[config.mk]
export PLATFORM = sky130hd
export DESIGN_NAME = hide_encoder
export DESIGN_NICKNAME = d
export VERILOG_FILES = /design/src/pkg/hide_pkg.sv /design/src/verilog/hide_encoder.sv
export VERILOG_INCLUDE_DIRS = /design/src /design/src/pkg
export SDC_FILE = /design/constraint.sdc
export NUM_CORES = 1
export LEC_CHECK = 0
export BUFFER_PORTS_ARGS = -buffer_cell sky130_fd_sc_hd__buf_2
export CORE_UTILIZATION = 52
export DETAILED_ROUTE_END_ITERATION = 10
export HOLD_SLACK_MARGIN = 0.1
export PLACE_DENSITY = 0.84
export SLEW_MARGIN = 0
export SYNTH_ARGS = -nofsm -noshare
export SYNTH_HDL_FRONTEND = slang
export SYNTH_SLANG_ARGS = --single-unit
[constraint.sdc]
create_clock -name core_clk -period 3.58 [get_ports core_clk]
set_input_delay 0.537 -clock core_clk [delete_from_list [all_inputs] [get_ports core_clk]]
set_output_delay 0.537 -clock core_clk [all_outputs]
set_load 0.005 [all_outputs]
[src/pkg/hide_cfg.svh]
// Purpose: constants for the interrupt descriptor encoder
// Assumes: 32-bit descriptors, APB register access
// Notes: offsets are byte addresses
`ifndef HIDE_CFG_SVH
`define HIDE_CFG_SVH
`define HIDE_FAULT_FCS 4'h9
`define HIDE_FAULT_ALIGN 4'ha
`define HIDE_FAULT_ABORT 4'hb
`define HIDE_FAULT_LONG 4'hc
`define HIDE_FAULT_SHORT 4'hd
`define HIDE_FAULT_SIGNAL_UNIT_RATE_ALARM 4'he
`define HIDE_FAULT_PARITY 4'hf
`define HIDE_FAULT_NONE 4'h0
`define HIDE_FAULT_LSB 16
`define HIDE_LOST_BIT 15
`define HIDE_GRP_BIT 14
`define HIDE_QDEPTH 4
`define HIDE_ADDR_CTRL 12'h000
`define HIDE_ADDR_STAT 12'h004
`define HIDE_ADDR_DESC 12'h008
`define HIDE_ADDR_POP 12'h00c
`define HIDE_CTRL_RESET 32'h0000_0001
`endif

[src/pkg/hide_pkg.sv]
// Purpose: types for the interrupt descriptor encoder
// Assumes: nothing beyond the config header
// Notes: event codes are local to this block
package hide_pkg;
    typedef enum logic [2:0] {
        HIDE_EV_NONE = 3'h0,
        HIDE_EV_RX_EOB = 3'h1,
        HIDE_EV_RX_EOM = 3'h2,
        HIDE_EV_TX_EOB = 3'h3,
        HIDE_EV_TX_EOM = 3'h4,
        HIDE_EV_ERROR = 3'h5
    } hide_event_type;
    // one receive or transmit event report from the channel engine
    typedef struct packed {
        hide_event_type evt;
        logic both_eob_eom;
        logic [2:0] group;
        logic [13:0] byte_length;
        logic fcs_bad;
        logic octet_misfit;
        logic abort_end;
        logic oversize_msg;
        logic undersize_msg;
        logic signal_unit_rate_alarm;
    } hide_report_type;
endpackage

[src/verilog/hide_encoder.sv]
// Purpose: build fault, lost, group and length fields of interrupt descriptors
// Assumes: reports and parity pulses come from core_clk logic
// Notes: descriptors queue internally and are drained over APB
// Function
// - report code 9 when closed frame check sequence mismatches
// - report code 10 when payload is not whole octets
// - octet misfit suppresses the separate frame check fault
// - report code 11 when message ends with abort pattern
// - report code 12 when message exceeds maximum size
// - oversize message is stopped and its data not written
// - report code 13 when message not longer than check field
// - undersize message data is not written to memory
// - report code 14 when signal unit monitor passes threshold
// - report code 15 on received bus data parity error
// - system error signal causes no action
// - full queue drops new events and marks bit 15 of last
// - lost marking changes only the lost bit
// - group number msb goes to bit 14
// - receive buffer or message end carries received octet count
// - transmit buffer end carries targeted buffer length
// - length is zero for every other event
// - rx end pair is one descriptor, tx ends two
`timescale 1ns/1ps
`include "hide_cfg.svh"
module hide_encoder
    import hide_pkg::*;
(
    input wire logic core_clk,
    input wire logic nrst,
    input wire hide_report_type report,
    input wire logic report_valid,
    input wire logic parity_fault_in,
    input wire logic parity_resp_en,
    input wire logic sys_error_n,
    input wire logic psel,
    input wire logic penable,
    input wire logic pwrite,
    input wire logic [11:0] paddr,
    input wire logic [31:0] pwdata,
    output logic [31:0] prdata,
    output logic pready,
    output logic pslverr,
    output logic discard_data
);
    // four-entry queue; pointers wrap by their own width
    localparam int DW = $clog2(`HIDE_QDEPTH);
    logic [31:0] mem_q [`HIDE_QDEPTH];
    logic [31:0] mem_d [`HIDE_QDEPTH];
    logic [DW-1:0] wp_q, wp_d, rp_q, rp_d;
    logic [DW:0] cnt_q, cnt_d;
    logic [31:0] prdata_d;
    logic pready_d, pslverr_d, discard_d;
    logic soft_rst_q, soft_rst_d;
    logic [3:0] fault;
    logic [31:0] desc_a, desc_b, desc_p;
    logic [1:0] n_new;
    logic apb_acc, pop;
    ////////////////////////////////////////////////////////////////////////
    // fault selection, octet misfit (code 10) first, then the other codes lowest first
    always_comb begin
        fault = `HIDE_FAULT_NONE;
        if (report.octet_misfit) begin
            fault = `HIDE_FAULT_ALIGN;
        end else if (report.fcs_bad) begin
            fault = `HIDE_FAULT_FCS;
        end else if (report.abort_end) begin
            fault = `HIDE_FAULT_ABORT;
        end else if (report.oversize_msg) begin
            fault = `HIDE_FAULT_LONG;
        end else if (report.undersize_msg) begin
            fault = `HIDE_FAULT_SHORT;
        end else if (report.signal_unit_rate_alarm) begin
            fault = `HIDE_FAULT_SIGNAL_UNIT_RATE_ALARM;
        end
    end
    ////////////////////////////////////////////////////////////////////////
    // descriptor assembly for the incoming report
    always_comb begin
        desc_a = 32'h0000_0000;
        desc_a[`HIDE_FAULT_LSB +: 4] = fault;
        desc_a[`HIDE_GRP_BIT] = report.group[2];
        if (report.evt == HIDE_EV_RX_EOB || report.evt == HIDE_EV_RX_EOM ||
            report.evt == HIDE_EV_TX_EOB) begin
            desc_a[13:0] = report.byte_length;
        end
        // tx ends split into second descriptor without length
        desc_b = desc_a;
        desc_b[13:0] = 14'h0000;
        // parity fault has its own descriptor, no group or length
        desc_p = 32'h0000_0000;
        desc_p[`HIDE_FAULT_LSB +: 4] = `HIDE_FAULT_PARITY;
        n_new = 2'd0;
        if (report_valid && report.evt != HIDE_EV_NONE) begin
            n_new = (report.evt == HIDE_EV_TX_EOB && report.both_eob_eom) ? 2'd2 : 2'd1;
        end
    end
    ////////////////////////////////////////////////////////////////////////
    // apb decode: one wait state, answer on the cycle after access opens
    // sys_error_n is deliberately left unused by every path
    assign apb_acc = psel && penable;
    // pop only on the first access cycle, so an access pops at most once
    assign pop = apb_acc && !pready && !pwrite && paddr == `HIDE_ADDR_POP && cnt_q != '0;
    // writes to the read-only offsets are accepted and ignored
    always_comb begin
        soft_rst_d = 1'b0;
        prdata_d = 32'h0000_0000;
        pready_d = apb_acc && !pready;
        pslverr_d = 1'b0;
        if (apb_acc && !pready) begin
            if (paddr == `HIDE_ADDR_CTRL) begin
                soft_rst_d = pwrite && pwdata[0];
            end else if (paddr == `HIDE_ADDR_STAT) begin
                prdata_d = {{(31-DW){1'b0}}, cnt_q};
            end else if (paddr == `HIDE_ADDR_DESC || paddr == `HIDE_ADDR_POP) begin
                // an empty queue reads as zero rather than a stale entry
                prdata_d = (cnt_q != '0) ? mem_q[rp_q] : 32'h0000_0000;
            end else begin
                pslverr_d = 1'b1;
            end
        end
    end
    // apb answer registers
    always_ff @(posedge core_clk or negedge nrst) begin
        if (!nrst) begin
            prdata <= 32'h0000_0000;
            pready <= 1'b0;
            pslverr <= 1'b0;
            soft_rst_q <= 1'b0;
        end else begin
            prdata <= prdata_d;
            pready <= pready_d;
            pslverr <= pslverr_d;
            soft_rst_q <= soft_rst_d;
        end
    end
    ////////////////////////////////////////////////////////////////////////
    // queue fill, drain and lost marking
    always_comb begin
        logic [DW:0] c;
        logic [DW-1:0] w;
        logic par;
        c = cnt_q;
        w = wp_q;
        par = parity_fault_in && parity_resp_en;
        mem_d = mem_q;
        rp_d = rp_q;
        // oversize or undersize data never goes to memory
        discard_d = report_valid && (report.oversize_msg || report.undersize_msg);
        // a pop frees its slot before new reports claim one
        if (pop) begin
            rp_d = rp_q + 1'b1;
            c = c - 1'b1;
        end
        // slots 0 and 1 carry the report, slot 2 a parity fault
        for (int k = 0; k < 3; k++) begin
            if ((k < 2 && k < int'(n_new)) || (k == 2 && par)) begin
                if (c < (DW+1)'(`HIDE_QDEPTH)) begin
                    if (k == 0) begin
                        mem_d[w] = desc_a;
                    end else if (k == 1) begin
                        mem_d[w] = desc_b;
                    end else begin
                        mem_d[w] = desc_p;
                    end
                    w = w + 1'b1;
                    c = c + 1'b1;
                end else begin
                    // drop new one, flag only bit 15 of newest queued
                    mem_d[w - 1'b1][`HIDE_LOST_BIT] = 1'b1;
                end
            end
        end
        // pointers wrap naturally at the queue depth
        wp_d = w;
        cnt_d = c;
        // soft reset drops the count; stale entries are never read again
        if (soft_rst_q) begin
            wp_d = '0;
            rp_d = '0;
            cnt_d = '0;
        end
    end
    // queue registers, reset clears every slot
    always_ff @(posedge core_clk or negedge nrst) begin
        if (!nrst) begin
            for (int i = 0; i < `HIDE_QDEPTH; i++) begin
                mem_q[i] <= 32'h0000_0000;
            end
            wp_q <= '0;
            rp_q <= '0;
            cnt_q <= '0;
            discard_data <= 1'b0;
        end else begin
            mem_q <= mem_d;
            wp_q <= wp_d;
            rp_q <= rp_d;
            cnt_q <= cnt_d;
            discard_data <= discard_d;
        end
    end
    ////////////////////////////////////////////////////////////////////////
    // checks
    // fault selection: one code per descriptor, misfit first
    misfit_over_fcs_a: assert property (@(posedge core_clk) disable iff (!nrst)
        report.octet_misfit |-> fault == `HIDE_FAULT_ALIGN)
        else $error("misfit not chosen over check fault");
    abort_code_a: assert property (@(posedge core_clk) disable iff (!nrst)
        !report.octet_misfit && !report.fcs_bad && report.abort_end
        |-> fault == `HIDE_FAULT_ABORT)
        else $error("abort code wrong");
    fcs_code_a: assert property (@(posedge core_clk) disable iff (!nrst)
        !report.octet_misfit && report.fcs_bad |-> desc_a[19:16] == `HIDE_FAULT_FCS)
        else $error("check fault code wrong");
    // with no fault flag the fault field stays clear
    fault_none_a: assert property (@(posedge core_clk) disable iff (!nrst)
        !report.octet_misfit && !report.fcs_bad && !report.abort_end && !report.oversize_msg
        && !report.undersize_msg && !report.signal_unit_rate_alarm
        |-> desc_a[19:16] == `HIDE_FAULT_NONE)
        else $error("fault field not clear");
    // group msb rides on both descriptors of a pair
    group_bit_a: assert property (@(posedge core_clk) disable iff (!nrst)
        desc_a[`HIDE_GRP_BIT] == report.group[2])
        else $error("group msb misplaced");
    group_pair_a: assert property (@(posedge core_clk) disable iff (!nrst)
        desc_b[`HIDE_GRP_BIT] == report.group[2])
        else $error("group msb missing on second descriptor");
    // length field only for rx buffer or message ends and tx buffer end
    length_zero_a: assert property (@(posedge core_clk) disable iff (!nrst)
        report.evt inside {HIDE_EV_NONE, HIDE_EV_TX_EOM, HIDE_EV_ERROR}
        |-> desc_a[13:0] == 14'h0000)
        else $error("length not zero");
    rx_length_a: assert property (@(posedge core_clk) disable iff (!nrst)
        report.evt == HIDE_EV_RX_EOM |-> desc_a[13:0] == report.byte_length)
        else $error("rx length wrong");
    tx_length_a: assert property (@(posedge core_clk) disable iff (!nrst)
        report.evt == HIDE_EV_TX_EOB |-> desc_a[13:0] == report.byte_length)
        else $error("tx buffer length wrong");
    // discard pulse follows every dropped message by one cycle
    discard_a: assert property (@(posedge core_clk) disable iff (!nrst)
        report_valid && report.oversize_msg |=> discard_data)
        else $error("oversize data not discarded");
    undersize_drop_a: assert property (@(posedge core_clk) disable iff (!nrst)
        report_valid && report.undersize_msg |=> discard_data)
        else $error("undersize data not discarded");
    // pairs: tx end pair takes two slots, rx end pair one
    tx_pair_a: assert property (@(posedge core_clk) disable iff (!nrst)
        report_valid && report.evt == HIDE_EV_TX_EOB && report.both_eob_eom && cnt_q < 3'd3
        && !pop && !soft_rst_q && !(parity_fault_in && parity_resp_en)
        |=> cnt_q == $past(cnt_q) + 3'd2)
        else $error("tx end pair not two descriptors");
    rx_pair_a: assert property (@(posedge core_clk) disable iff (!nrst)
        report_valid && report.evt == HIDE_EV_RX_EOM && report.both_eob_eom && cnt_q < 3'd4
        && !pop && !soft_rst_q && !(parity_fault_in && parity_resp_en)
        |=> cnt_q == $past(cnt_q) + 3'd1)
        else $error("rx end pair not one descriptor");
    // overflow: newest queued entry gets the lost bit and nothing else changes
    lost_mark_a: assert property (@(posedge core_clk) disable iff (!nrst)
        report_valid && report.evt == HIDE_EV_RX_EOM && cnt_q == 3'd4 && !pop
        && !soft_rst_q |=> mem_q[$past(wp_q) - 1'b1][`HIDE_LOST_BIT] && cnt_q == 3'd4)
        else $error("lost flag not set");
    lost_keep_a: assert property (@(posedge core_clk) disable iff (!nrst)
        report_valid && report.evt != HIDE_EV_NONE && cnt_q == 3'd4 && !pop && !soft_rst_q
        |=> (mem_q[$past(wp_q) - 1'b1] & 32'hffff_7fff)
        == ($past(mem_q[wp_q - 1'b1]) & 32'hffff_7fff))
        else $error("lost marking touched other bits");
    // parity: an unmasked fault lands in the queue, a masked one does not
    parity_code_a: assert property (@(posedge core_clk) disable iff (!nrst)
        parity_fault_in && parity_resp_en && !report_valid && cnt_q == 3'd0 && !soft_rst_q
        |=> mem_q[$past(wp_q)][19:16] == `HIDE_FAULT_PARITY)
        else $error("parity code wrong");
    parity_mask_a: assert property (@(posedge core_clk) disable iff (!nrst)
        parity_fault_in && !parity_resp_en && !report_valid && !pop && !soft_rst_q
        |=> cnt_q == $past(cnt_q))
        else $error("masked parity fault queued");
    // bus answer: pready lasts one cycle, error and data only beside it
    ready_pulse_a: assert property (@(posedge core_clk) disable iff (!nrst)
        pready |=> !pready)
        else $error("ready held too long");
    err_with_ready_a: assert property (@(posedge core_clk) disable iff (!nrst)
        pslverr |-> pready)
        else $error("error without ready");
    read_idle_a: assert property (@(posedge core_clk) disable iff (!nrst)
        !pready |-> prdata == 32'h0000_0000)
        else $error("read data outside answer");
    // main scenarios
    full_cov: cover property (@(posedge core_clk) cnt_q == 3'd4);
    tx_pair_cov: cover property (@(posedge core_clk) n_new == 2'd2);
    pop_cov: cover property (@(posedge core_clk) pop);
    lost_cov: cover property (@(posedge core_clk) report_valid && cnt_q == 3'd4 && !pop);
    parity_cov: cover property (@(posedge core_clk) parity_fault_in && parity_resp_en);
endmodule

==> results_tabular.tex, run 1 <==
\begin{tabular}{lr}
\hline
Metric & Value \\
\hline
\multicolumn{2}{l}{\textbf{Yosys}} \\
Library cell with the largest summed area after synthesis & sky130\_fd\_sc\_hd\_\_dfrtp\_1 \\
Instance count of the mapped netlist & 741 \\
Number of enable flip-flop cells after synthesis & 0 \\
Proportion of synthesized flip-flops having asynchronous set or reset & 100\% \\
Cell variety after synth & 64 \\
Yosys warnings & 0 \\
Synth Area in Adders & 2.89\% \\
Share of synthesized area spent on multiplexers & 11.7\% \\
Biggest area contributors in the synthesized netlist & sky130\_fd\_sc\_hd\_\_dfrtp\_1 (52\%), sky130\_fd\_sc\_hd\_\_mux4\_2 (8.8\%), sky130\_fd\_sc\_hd\_\_nor2b\_1 (4.0\%), sky130\_fd\_sc\_hd\_\_a21oi\_1 (3.9\%), sky130\_fd\_sc\_hd\_\_nand2\_1 (3.3\%) \\
Mapped Area & 8210 um2 \\
Area fraction in and, or, nand and nor cells after synthesis & 18.8\% \\
Main combinational cell family by area after synthesis & simple AND/OR/NAND/NOR gates \\
Top flip-flop cell by instance count after synthesis & sky130\_fd\_sc\_hd\_\_dfrtp\_1 \\
Syn avg cell area & 11.1 um2 \\
Proportion of netlist area held by the largest area contributor & 52.1\% \\
Number of flip-flops and latches in the synthesized netlist & 171 \\
Nets in the synthesized netlist & 840 \\
Xor and xnor area share after synthesis & 0.960\% \\
Share of the yosys chip area belonging to registers & 52.1\% \\
Compound-Gate Fraction of Synth Area & 9.89\% \\
\multicolumn{2}{l}{\textbf{STA}} \\
Fin. Hold Viols & 0 \\
Final TNS setup & -19.65 ns \\
Setup violations, final & 117 \\
Clock period minus worst slack & 3.96 ns \\
Tightest slew margin relative to the limit & 48.2\% \\
Hold WS & 0.370 ns \\
RSZ-0062 raised after global routing & yes \\
Tightest Pin Transition & 0.773 ns \\
Max frequency & 0.253 GHz \\
Layout Skew & 0.00774 ns \\
Post-route fraction of the period consumed by the critical path & 111\% \\
Count of final max-slew check failures & 0 \\
Worst Setup Slack, final & -0.377 ns \\
\multicolumn{2}{l}{\textbf{Place}} \\
Global placement routability congestion & 0.894 \\
Number of buffer cells added on primary ports & 80 \\
Post-place setup slack & -0.416 ns \\
Placed Cells incl. Taps & 1054 \\
DP Wirelength & 13200 um \\
\multicolumn{2}{l}{\textbf{Cells and area}} \\
Proportion of layout cells with a drive suffix above 1 & 39.8\% \\
Total of fill cells in the finished design & 958 \\
Antenna fix cells & 0 \\
Net count, final & 991 \\
Final Instance Count excl. Fillers & 1116 \\
Total area of multi-input combinational cells & 4210 um2 \\
Area taken by flip-flops and latches & 4280 um2 \\
Area delta synth->final & 31.5\% \\
\multicolumn{2}{l}{\textbf{Die}} \\
Height of the chip & 128 um \\
Effective utilization at floorplan & 53.6\% \\
Core outline area & 15300 um2 \\
Width of the die & 128 um \\
Die Outline Area & 16300 um2 \\
Io pins & 115 \\
Site Rows & 45 \\
\multicolumn{2}{l}{\textbf{CTS}} \\
Cell chosen for the clock root & sky130\_fd\_sc\_hd\_\_clkbuf\_16 \\
Later-pin clock latency in the skew report & 0.44 ns \\
Level count of the clock H-tree & 4 \\
Total clock buffers created by CTS & 17 \\
Clock tree from TritonCTS & built \\
Buffer depth of the longest clock path & 2 \\
Clk sinks & 171 \\
Register clock-pin slew on the reported worst setup and hold paths & 0.07 ns \\
\multicolumn{2}{l}{\textbf{Pwr}} \\
Sequential share of power & 49.2\% \\
Leak Pwr & 4.97 nW \\
Switching share of total power & 25.1\% \\
Worst vdd ir & 405 uV \\
Total internal power & 0.00296 W \\
Combinational share of power & 6.1\% \\
Clock network fraction of total power & 44.7\% \\
Total net switching power & 0.000991 W \\
Power density over cell area & 366 nW/um2 \\
Total power draw & 0.00395 W \\
\multicolumn{2}{l}{\textbf{Setup path}} \\
Crit start category & flip-flop \\
Cell mode on critical path & sky130\_fd\_sc\_hd\_\_ha\_4 \\
Family with the most delay on the worst path & simple AND/OR/NAND/NOR gates \\
Critical path required time & 3.90 ns \\
Nature of the critical path endpoint & flip-flop \\
Cell Chain, Critical Path & inv\_2 > ha\_4 > nor2b\_4 > or3\_4 > nor4b\_4 > buf\_6 > mux2i\_4 > ha\_4 > nand2b\_4 > o21ai\_4 > buf\_12 > nor3\_4 > xnor2\_2 > buf\_4 > ha\_4 > nand2\_4 > buf\_6 > a21oi\_4 > clkbuf\_16 > a21oi\_2 \\
Highest-delay cell along the critical path & sky130\_fd\_sc\_hd\_\_dfrtp\_1 \\
Arrival time worst endpoint & 4.28 ns \\
Critical Path Fanout Max & 7 \\
Slowest stage delay, CP & 0.37 ns \\
Worst Setup Path Type & reg2reg \\
Sum of buffers and inverters on the critical path & 6 \\
\multicolumn{2}{l}{\textbf{Run status}} \\
Violations in the final reports & negative setup slack \\
Status & finished, violations left \\
\multicolumn{2}{l}{\textbf{GRT}} \\
Global route total overflow & 0 \\
Total routing usage reported by global routing & 30.4\% \\
Vias in the first global route & 7000 \\
Global-route wire length before repair & 37300 um \\
Antenna violations before repair & 0 \\
Largest net degree at the start of global routing & 71 \\
\multicolumn{2}{l}{\textbf{Hold path}} \\
Hold/Removal Path Class & in2reg \\
\multicolumn{2}{l}{\textbf{Detailed routing}} \\
WL/cell & 23.9 um \\
DRC viols & 0 \\
Detailed-route via count & 7332 \\
Detail Route Antenna Nets & 0 \\
First-pass DRT Iterations & 6 \\
DRC violation total after the first TritonRoute iteration & 1269 \\
Routed vias/inst & 6.57 \\
Drt total wl & 26700 um \\
\multicolumn{2}{l}{\textbf{Flow run}} \\
Count of maximum capacitance violations & 0 \\
\hline
\end{tabular}
[what timing repair did]
| action | 4_1_cts | 5_1_grt |
|---|---|---|
| hold buffers | 1 | 0 |
| resized for setup | 74 | 75 |
| pin swaps | 32 | 22 |
| buffers inserted | 17 | 13 |
| cloned | 4 | 1 |
| setup endpoints to repair | 126 | 132 |
| hold endpoints to repair | 24 | 0 |
[logic make-up (layout without fill, tap and decap cells)]
logic type               Yosys count  count (layout)
multiplexers                      56              56
flip-flops                       171             171
buffers and inverters             68             232
AND/OR/NAND/NOR                  277             277
AO/OA/AOI/OAI                    141             141
adder cells (fa/ha/maj)           19              19
XOR/XNOR                           9               9
[placed cells by master (no fill, tap or decap), types with 8 or more instances in the layout]
cell type	netlist	final
sky130_fd_sc_hd__and2_4	0	21
sky130_fd_sc_hd__nand4_1	37	37
sky130_fd_sc_hd__nand2_1	73	67
sky130_fd_sc_hd__mux4_2	32	32
sky130_fd_sc_hd__and2_1	33	12
sky130_fd_sc_hd__dfrtp_1	171	170
sky130_fd_sc_hd__a21oi_1	64	42
sky130_fd_sc_hd__o21ai_0	43	35
sky130_fd_sc_hd__buf_6	3	19
sky130_fd_sc_hd__buf_4	2	74
sky130_fd_sc_hd__a21oi_2	4	20
sky130_fd_sc_hd__clkbuf_16	0	18
sky130_fd_sc_hd__buf_12	0	8
sky130_fd_sc_hd__nor3_1	13	10
sky130_fd_sc_hd__buf_2	13	79
sky130_fd_sc_hd__inv_1	16	9
sky130_fd_sc_hd__nor2_1	23	19
sky130_fd_sc_hd__mux2i_1	22	21
sky130_fd_sc_hd__ha_1	19	9
sky130_fd_sc_hd__nor2b_1	53	50
[state kept, by name, indices dropped and copies added, names as in the netlist]
signal,count
rp_q,2
soft_rst_q,1
wp_q,2
discard_data,1
pslverr,1
cnt_q,3
pready,1
mem_q,128
prdata,32
[metrics by stage]
stage | util (%) | cell area [um2]
6_report | 70.5 | 10800
5_1_grt | 70.5 | 10800
4_1_cts | 68.5 | 10500
3_5_place_dp | 61.3 | 9390
3_3_place_gp | 61.3 | 9390
2_1_floorplan | - | 8350
[cells in the mapped netlist (12+ instances only)]
cell type / count
sky130_fd_sc_hd__inv_1: 16
sky130_fd_sc_hd__nor3_1: 13
sky130_fd_sc_hd__clkbuf_1: 28
sky130_fd_sc_hd__dfrtp_1: 171
sky130_fd_sc_hd__and2_1: 33
sky130_fd_sc_hd__o21ai_0: 43
sky130_fd_sc_hd__mux2i_1: 22
sky130_fd_sc_hd__nor2b_1: 53
sky130_fd_sc_hd__nand3_1: 12
sky130_fd_sc_hd__nand4_1: 37
sky130_fd_sc_hd__a21oi_1: 64
sky130_fd_sc_hd__nand2_1: 73
sky130_fd_sc_hd__mux4_2: 32
sky130_fd_sc_hd__ha_1: 19
sky130_fd_sc_hd__buf_2: 13
sky130_fd_sc_hd__nor2_1: 23
[layer usage]
layer	wire length [um]	vias up	global-route usage (%)
met3	3060	207	7.60
met2	12500	651	50.2
met4	1840	0	16.1
li1	-	2938	-
met5	0	-	0
met1	9240	3536	37.1
[worst paths after layout]
check	cells past startpoint	to	startpoint	slack (ns)
max	20	mem_q[3]$_DFF_PN0_	cnt_q[0]$_DFF_PN0_	-0.38
min	3	soft_rst_q$_DFF_PN0_	pwdata[0]	0.37
max reg2reg	20	mem_q[3]$_DFF_PN0_	cnt_q[0]$_DFF_PN0_	-0.38
min reg2reg	1	mem_q[117]$_DFF_PN0_	mem_q[117]$_DFF_PN0_	0.49
max in group asynchronous	3	prdata[12]$_DFF_PN0_	nrst	1.98
min in group asynchronous	2	cnt_q[1]$_DFF_PN0_	nrst	0.63
[final cells by class]
class	instances	area share (%)
Clock buffer	18	4.07
Clock inverter	14	1.21
Inverter	16	0.626
Multi-Input combinational cell	502	39.0
Sequential cell	171	39.6
Tap cell	211	2.44
Timing Repair Buffer	184	13.0
[power groups by stage]
stage | logic (W) | clock network [W] | registers, W
finish | 0.000241 | 0.00177 | 0.00194
global route | 0.000256 | 0.00186 | 0.00194
CTS | 0.000209 | 0.00177 | 0.00194
detailed placement | 0.000190 | 0 | 0.00198
global placement | 0.000185 | 0 | 0.00198
floorplan | 0.0000690 | 0 | 0.00198
[worst min-delay path: stages]
cell	delay, ns
sky130_fd_sc_hd__buf_2	0.10
sky130_fd_sc_hd__nand3_1	0.07
sky130_fd_sc_hd__nor4_1	0.06
Power figures use the tool's default switching activity.
==> inputs of run 2 (changes only) <==
Settings changed: ABC_AREA set to 1, CORE_UTILIZATION 52 to 53, PLACE_DENSITY 0.84 to 0.85.
==> run 2 against run 1 <==
Against the previous run: the run now ends clean; core utilization is 9.0 points lower; final area down 8.8%; via count decreased by 1.2%; register-to-register slack improved by 0.64 ns; area after synthesis is 6.5% higher; clock power grew 2%; cell count increased by 17%; critical endpoint is now mem_q[34]$_DFF_PN0_; total power increased by 1.3%; sequential share of layout area rose by 3.8 points; non-clock buffer count decreased by 85.
==> results_tabular.tex, run 2 <==
\begin{tabular}{lr}
\hline
Metric & Value \\
\hline
\multicolumn{2}{l}{\textbf{Die}} \\
Height of the chip & 130 um \\
Die Outline Area & 17000 um2 \\
Effective utilization at floorplan & 54.7\% \\
Io pins & 115 \\
Site Rows & 46 \\
Width of the die & 130 um \\
Core outline area & 16000 um2 \\
\multicolumn{2}{l}{\textbf{STA}} \\
Worst Setup Slack, final & 0.268 ns \\
Clock period minus worst slack & 3.31 ns \\
Post-route fraction of the period consumed by the critical path & 92.5\% \\
Max frequency & 0.302 GHz \\
Tightest Pin Transition & 0.832 ns \\
Hold WS & 0.147 ns \\
Setup violations, final & 0 \\
Tightest slew margin relative to the limit & 44.5\% \\
Fin. Hold Viols & 0 \\
RSZ-0062 raised after global routing & no \\
Count of final max-slew check failures & 0 \\
Layout Skew & 0.00943 ns \\
\multicolumn{2}{l}{\textbf{Yosys}} \\
Share of synthesized area spent on multiplexers & 0\% \\
Cell variety after synth & 51 \\
Post-synth top cells & sky130\_fd\_sc\_hd\_\_nand2\_1 (260), sky130\_fd\_sc\_hd\_\_dfrtp\_1 (171), sky130\_fd\_sc\_hd\_\_nor2\_1 (96) \\
Xor and xnor area share after synthesis & 0.400\% \\
Top flip-flop cell by instance count after synthesis & sky130\_fd\_sc\_hd\_\_dfrtp\_1 \\
Number of flip-flops and latches in the synthesized netlist & 171 \\
Number of enable flip-flop cells after synthesis & 0 \\
Yosys warnings & 0 \\
Syn avg cell area & 8.64 um2 \\
Compound-Gate Fraction of Synth Area & 12.7\% \\
Main combinational cell family by area after synthesis & simple AND/OR/NAND/NOR gates \\
Share of the yosys chip area belonging to registers & 48.9\% \\
Mapped Area & 8750 um2 \\
Nets in the synthesized netlist & 1112 \\
Most frequent cell after synthesis & sky130\_fd\_sc\_hd\_\_nand2\_1 \\
Biggest area contributors in the synthesized netlist & sky130\_fd\_sc\_hd\_\_dfrtp\_1 (49\%), sky130\_fd\_sc\_hd\_\_nand2\_1 (11\%), sky130\_fd\_sc\_hd\_\_a21oi\_1 (4.9\%), sky130\_fd\_sc\_hd\_\_nor2\_1 (4.1\%), sky130\_fd\_sc\_hd\_\_nand3\_1 (3.2\%) \\
Proportion of netlist area held by the largest area contributor & 48.9\% \\
Proportion of synthesized flip-flops having asynchronous set or reset & 100\% \\
Area fraction in and, or, nand and nor cells after synthesis & 27.7\% \\
Synth Area in Adders & 2.72\% \\
Library cell with the largest summed area after synthesis & sky130\_fd\_sc\_hd\_\_dfrtp\_1 \\
Instance count of the mapped netlist & 1013 \\
\multicolumn{2}{l}{\textbf{Flow run}} \\
Count of maximum capacitance violations & 0 \\
\multicolumn{2}{l}{\textbf{Setup path}} \\
Slowest stage delay, CP & 0.40 ns \\
Arrival time worst endpoint & 3.66 ns \\
Worst-case register-to-register setup slack & 0.27 ns \\
Family with the most delay on the worst path & simple AND/OR/NAND/NOR gates \\
Critical path required time & 3.93 ns \\
Worst Setup Path Type & reg2reg \\
Cell Chain, Critical Path & inv\_1 > ha\_1 > nand2\_2 > nand2\_2 > nor2\_8 > nand3\_4 > a21oi\_1 > inv\_1 > ha\_1 > nand2\_1 > nand3\_4 > nand2\_1 > o21a\_2 > inv\_1 > ha\_1 > nand2\_8 > nand2\_4 > a21oi\_1 \\
Reg2reg start & cnt\_q[0]\$\_DFF\_PN0\_ \\
Critical Path Fanout Max & 19 \\
Stages on worst setup path & 18 \\
Highest-delay cell along the critical path & sky130\_fd\_sc\_hd\_\_dfrtp\_1 \\
Nature of the critical path endpoint & flip-flop \\
Crit start category & flip-flop \\
Terminus of the critical flop-to-flop path & mem\_q[34]\$\_DFF\_PN0\_ \\
Number of cells traversed by the worst register-to-register path & 18 \\
Sum of buffers and inverters on the critical path & 3 \\
\multicolumn{2}{l}{\textbf{Hold path}} \\
Hold/Removal Path Class & in2async \\
\multicolumn{2}{l}{\textbf{Cells and area}} \\
Net count, final & 1177 \\
Total area of multi-input combinational cells & 3810 um2 \\
Area taken by flip-flops and latches & 4280 um2 \\
Fraction of the core area covered by cells at the end of the flow & 61.5\% \\
Area delta synth->final & 12.5\% \\
Antenna fix cells & 0 \\
Commonest cells after routing, fill and taps aside & sky130\_fd\_sc\_hd\_\_nand2\_1 (260), sky130\_fd\_sc\_hd\_\_dfrtp\_1 (170), sky130\_fd\_sc\_hd\_\_nor2\_1 (96) \\
Top Registers & mem\_q x128, prdata x32, cnt\_q x3 \\
Most frequent standard cell in the layout excluding fill and tap cells & sky130\_fd\_sc\_hd\_\_nand2\_1 \\
Layout Cell Area excl Fill & 9840 um2 \\
Total of fill cells in the finished design & 1336 \\
Proportion of layout cells with a drive suffix above 1 & 21.1\% \\
Register bank with the most flops & mem\_q \\
Flip-flop count of the largest register, all copies and words added & 128 \\
\multicolumn{2}{l}{\textbf{CTS}} \\
Buffer depth of the longest clock path & 2 \\
Level count of the clock H-tree & 4 \\
Register clock-pin slew on the reported worst setup and hold paths & 0.07 ns \\
Clock tree from TritonCTS & built \\
Later-pin clock latency in the skew report & 0.44 ns \\
Clk sinks & 171 \\
Cell chosen for the clock root & sky130\_fd\_sc\_hd\_\_clkbuf\_16 \\
Total clock buffers created by CTS & 17 \\
\multicolumn{2}{l}{\textbf{Place}} \\
Total placed instance area & 9200 um2 \\
DP Wirelength & 13100 um \\
Number of buffer cells added on primary ports & 80 \\
Post-place setup slack & -0.00101 ns \\
Global placement routability congestion & 0.849 \\
\multicolumn{2}{l}{\textbf{Detailed routing}} \\
DRC viols & 0 \\
First-pass DRT Iterations & 8 \\
Drt total wl & 21100 um \\
WL/cell & 16.1 um \\
Detail Route Antenna Nets & 0 \\
Routed vias/inst & 5.54 \\
DRC violation total after the first TritonRoute iteration & 685 \\
Detailed-route via count & 7244 \\
\multicolumn{2}{l}{\textbf{GRT}} \\
Vias in the first global route & 7195 \\
Total routing usage reported by global routing & 27.0\% \\
Largest net degree at the start of global routing & 91 \\
Global-route wire length before repair & 35200 um \\
Global route total overflow & 0 \\
Antenna violations before repair & 0 \\
\multicolumn{2}{l}{\textbf{Pwr}} \\
Combinational share of power & 5.3\% \\
Total net switching power & 0.000903 W \\
Power density over cell area & 407 nW/um2 \\
Total internal power & 0.00310 W \\
Worst vdd ir & 333 uV \\
Switching share of total power & 22.6\% \\
Leak Pwr & 5.22 nW \\
Clock network fraction of total power & 45.3\% \\
Sequential share of power & 49.4\% \\
\multicolumn{2}{l}{\textbf{Run status}} \\
Status & finished, final reports clean \\
\hline
\end{tabular}
==> run 2: changes by cell type in the layout (fill, tap and decap cells not counted), sizes merged, moves of 22 or more <==
| cell | before | now |
|---|---|---|
| inv | 22 | 81 |
| mux4 | 32 | 0 |
| mux2i | 22 | 0 |
| a211oi | 3 | 28 |
| or2 | 3 | 27 |
| buf | 182 | 99 |
| nand4 | 37 | 2 |
| nand2 | 73 | 280 |
| nand3 | 12 | 64 |
| nor2 | 24 | 104 |
| and2 | 34 | 1 |
| a21oi | 68 | 102 |
| nor2b | 53 | 0 |
==> run 2: cells by family after synthesis <==
family | after synthesis
simple gates | 500
compound gates | 184
flops | 171
buf+inv | 135
fa+ha+maj | 19
xor+xnor | 4
==> run 2: layer usage <==
metal  vias up  track usage (%)  wire length, um
li1       3407                -                -
met1      3421             34.6             8680
met2       359             43.9            10100
met3        57             6.43             1690
met4         0             11.4              630
met5         -                0                0
==> run 2: repair_timing <==
action                                  4_1_cts  5_1_grt
gates resized for setup                       0        3
hold buffers                                  0        0
setup buffers                                 0        4
endpoints found under the setup margin        0       31
==> run 2: metrics by stage <==
| step | power, W | instances | TNS (ns) |
|---|---|---|---|
| 2_1_floorplan | 0.00212 | 1013 | 0 |
| 3_3_place_gp | 0.00222 | 1271 | 0 |
| 3_5_place_dp | 0.00222 | 1271 | -0.00101 |
| 4_1_cts | 0.00402 | 1303 | 0 |
| 5_1_grt | 0.00413 | 1307 | 0 |
| 6_report | 0.00400 | 1307 | 0 |
==> run 2: power by group through the flow <==
stage          logic, W  registers (W)  clock network, W
4_1_cts        0.000215        0.00198           0.00183
3_3_place_gp   0.000206        0.00201                 0
6_report       0.000214        0.00198           0.00181
5_1_grt        0.000243        0.00198           0.00191
2_1_floorplan  0.000111        0.00201                 0
3_5_place_dp   0.000212        0.00201                 0
==> run 2: area by class of cell <==
class | count | share of cell area, %
tap | 216 | 2.75
clock buffer | 22 | 4.72
sequential | 171 | 43.5
clock inverter | 10 | 1.18
inverter | 82 | 3.29
multi-input combinational | 707 | 38.8
timing repair buffer | 99 | 5.83
==> run 2: worst max-delay path by stage <==
| stage | from | slack, ns | end |
|---|---|---|---|
| after CTS | cnt_q[0]$_DFF_PN0_ | 0.12 | mem_q[2]$_DFF_PN0_ |
| after detailed placement | paddr[1] | -0.001 | mem_q[15]$_DFF_PN0_ |
| after floorplan | paddr[1] | 0.43 | mem_q[121]$_DFF_PN0_ |
| after global placement | paddr[1] | 0.14 | mem_q[15]$_DFF_PN0_ |
| after global routing | cnt_q[0]$_DFF_PN0_ | 0.02 | mem_q[33]$_DFF_PN0_ |
| final | cnt_q[0]$_DFF_PN0_ | 0.27 | mem_q[34]$_DFF_PN0_ |
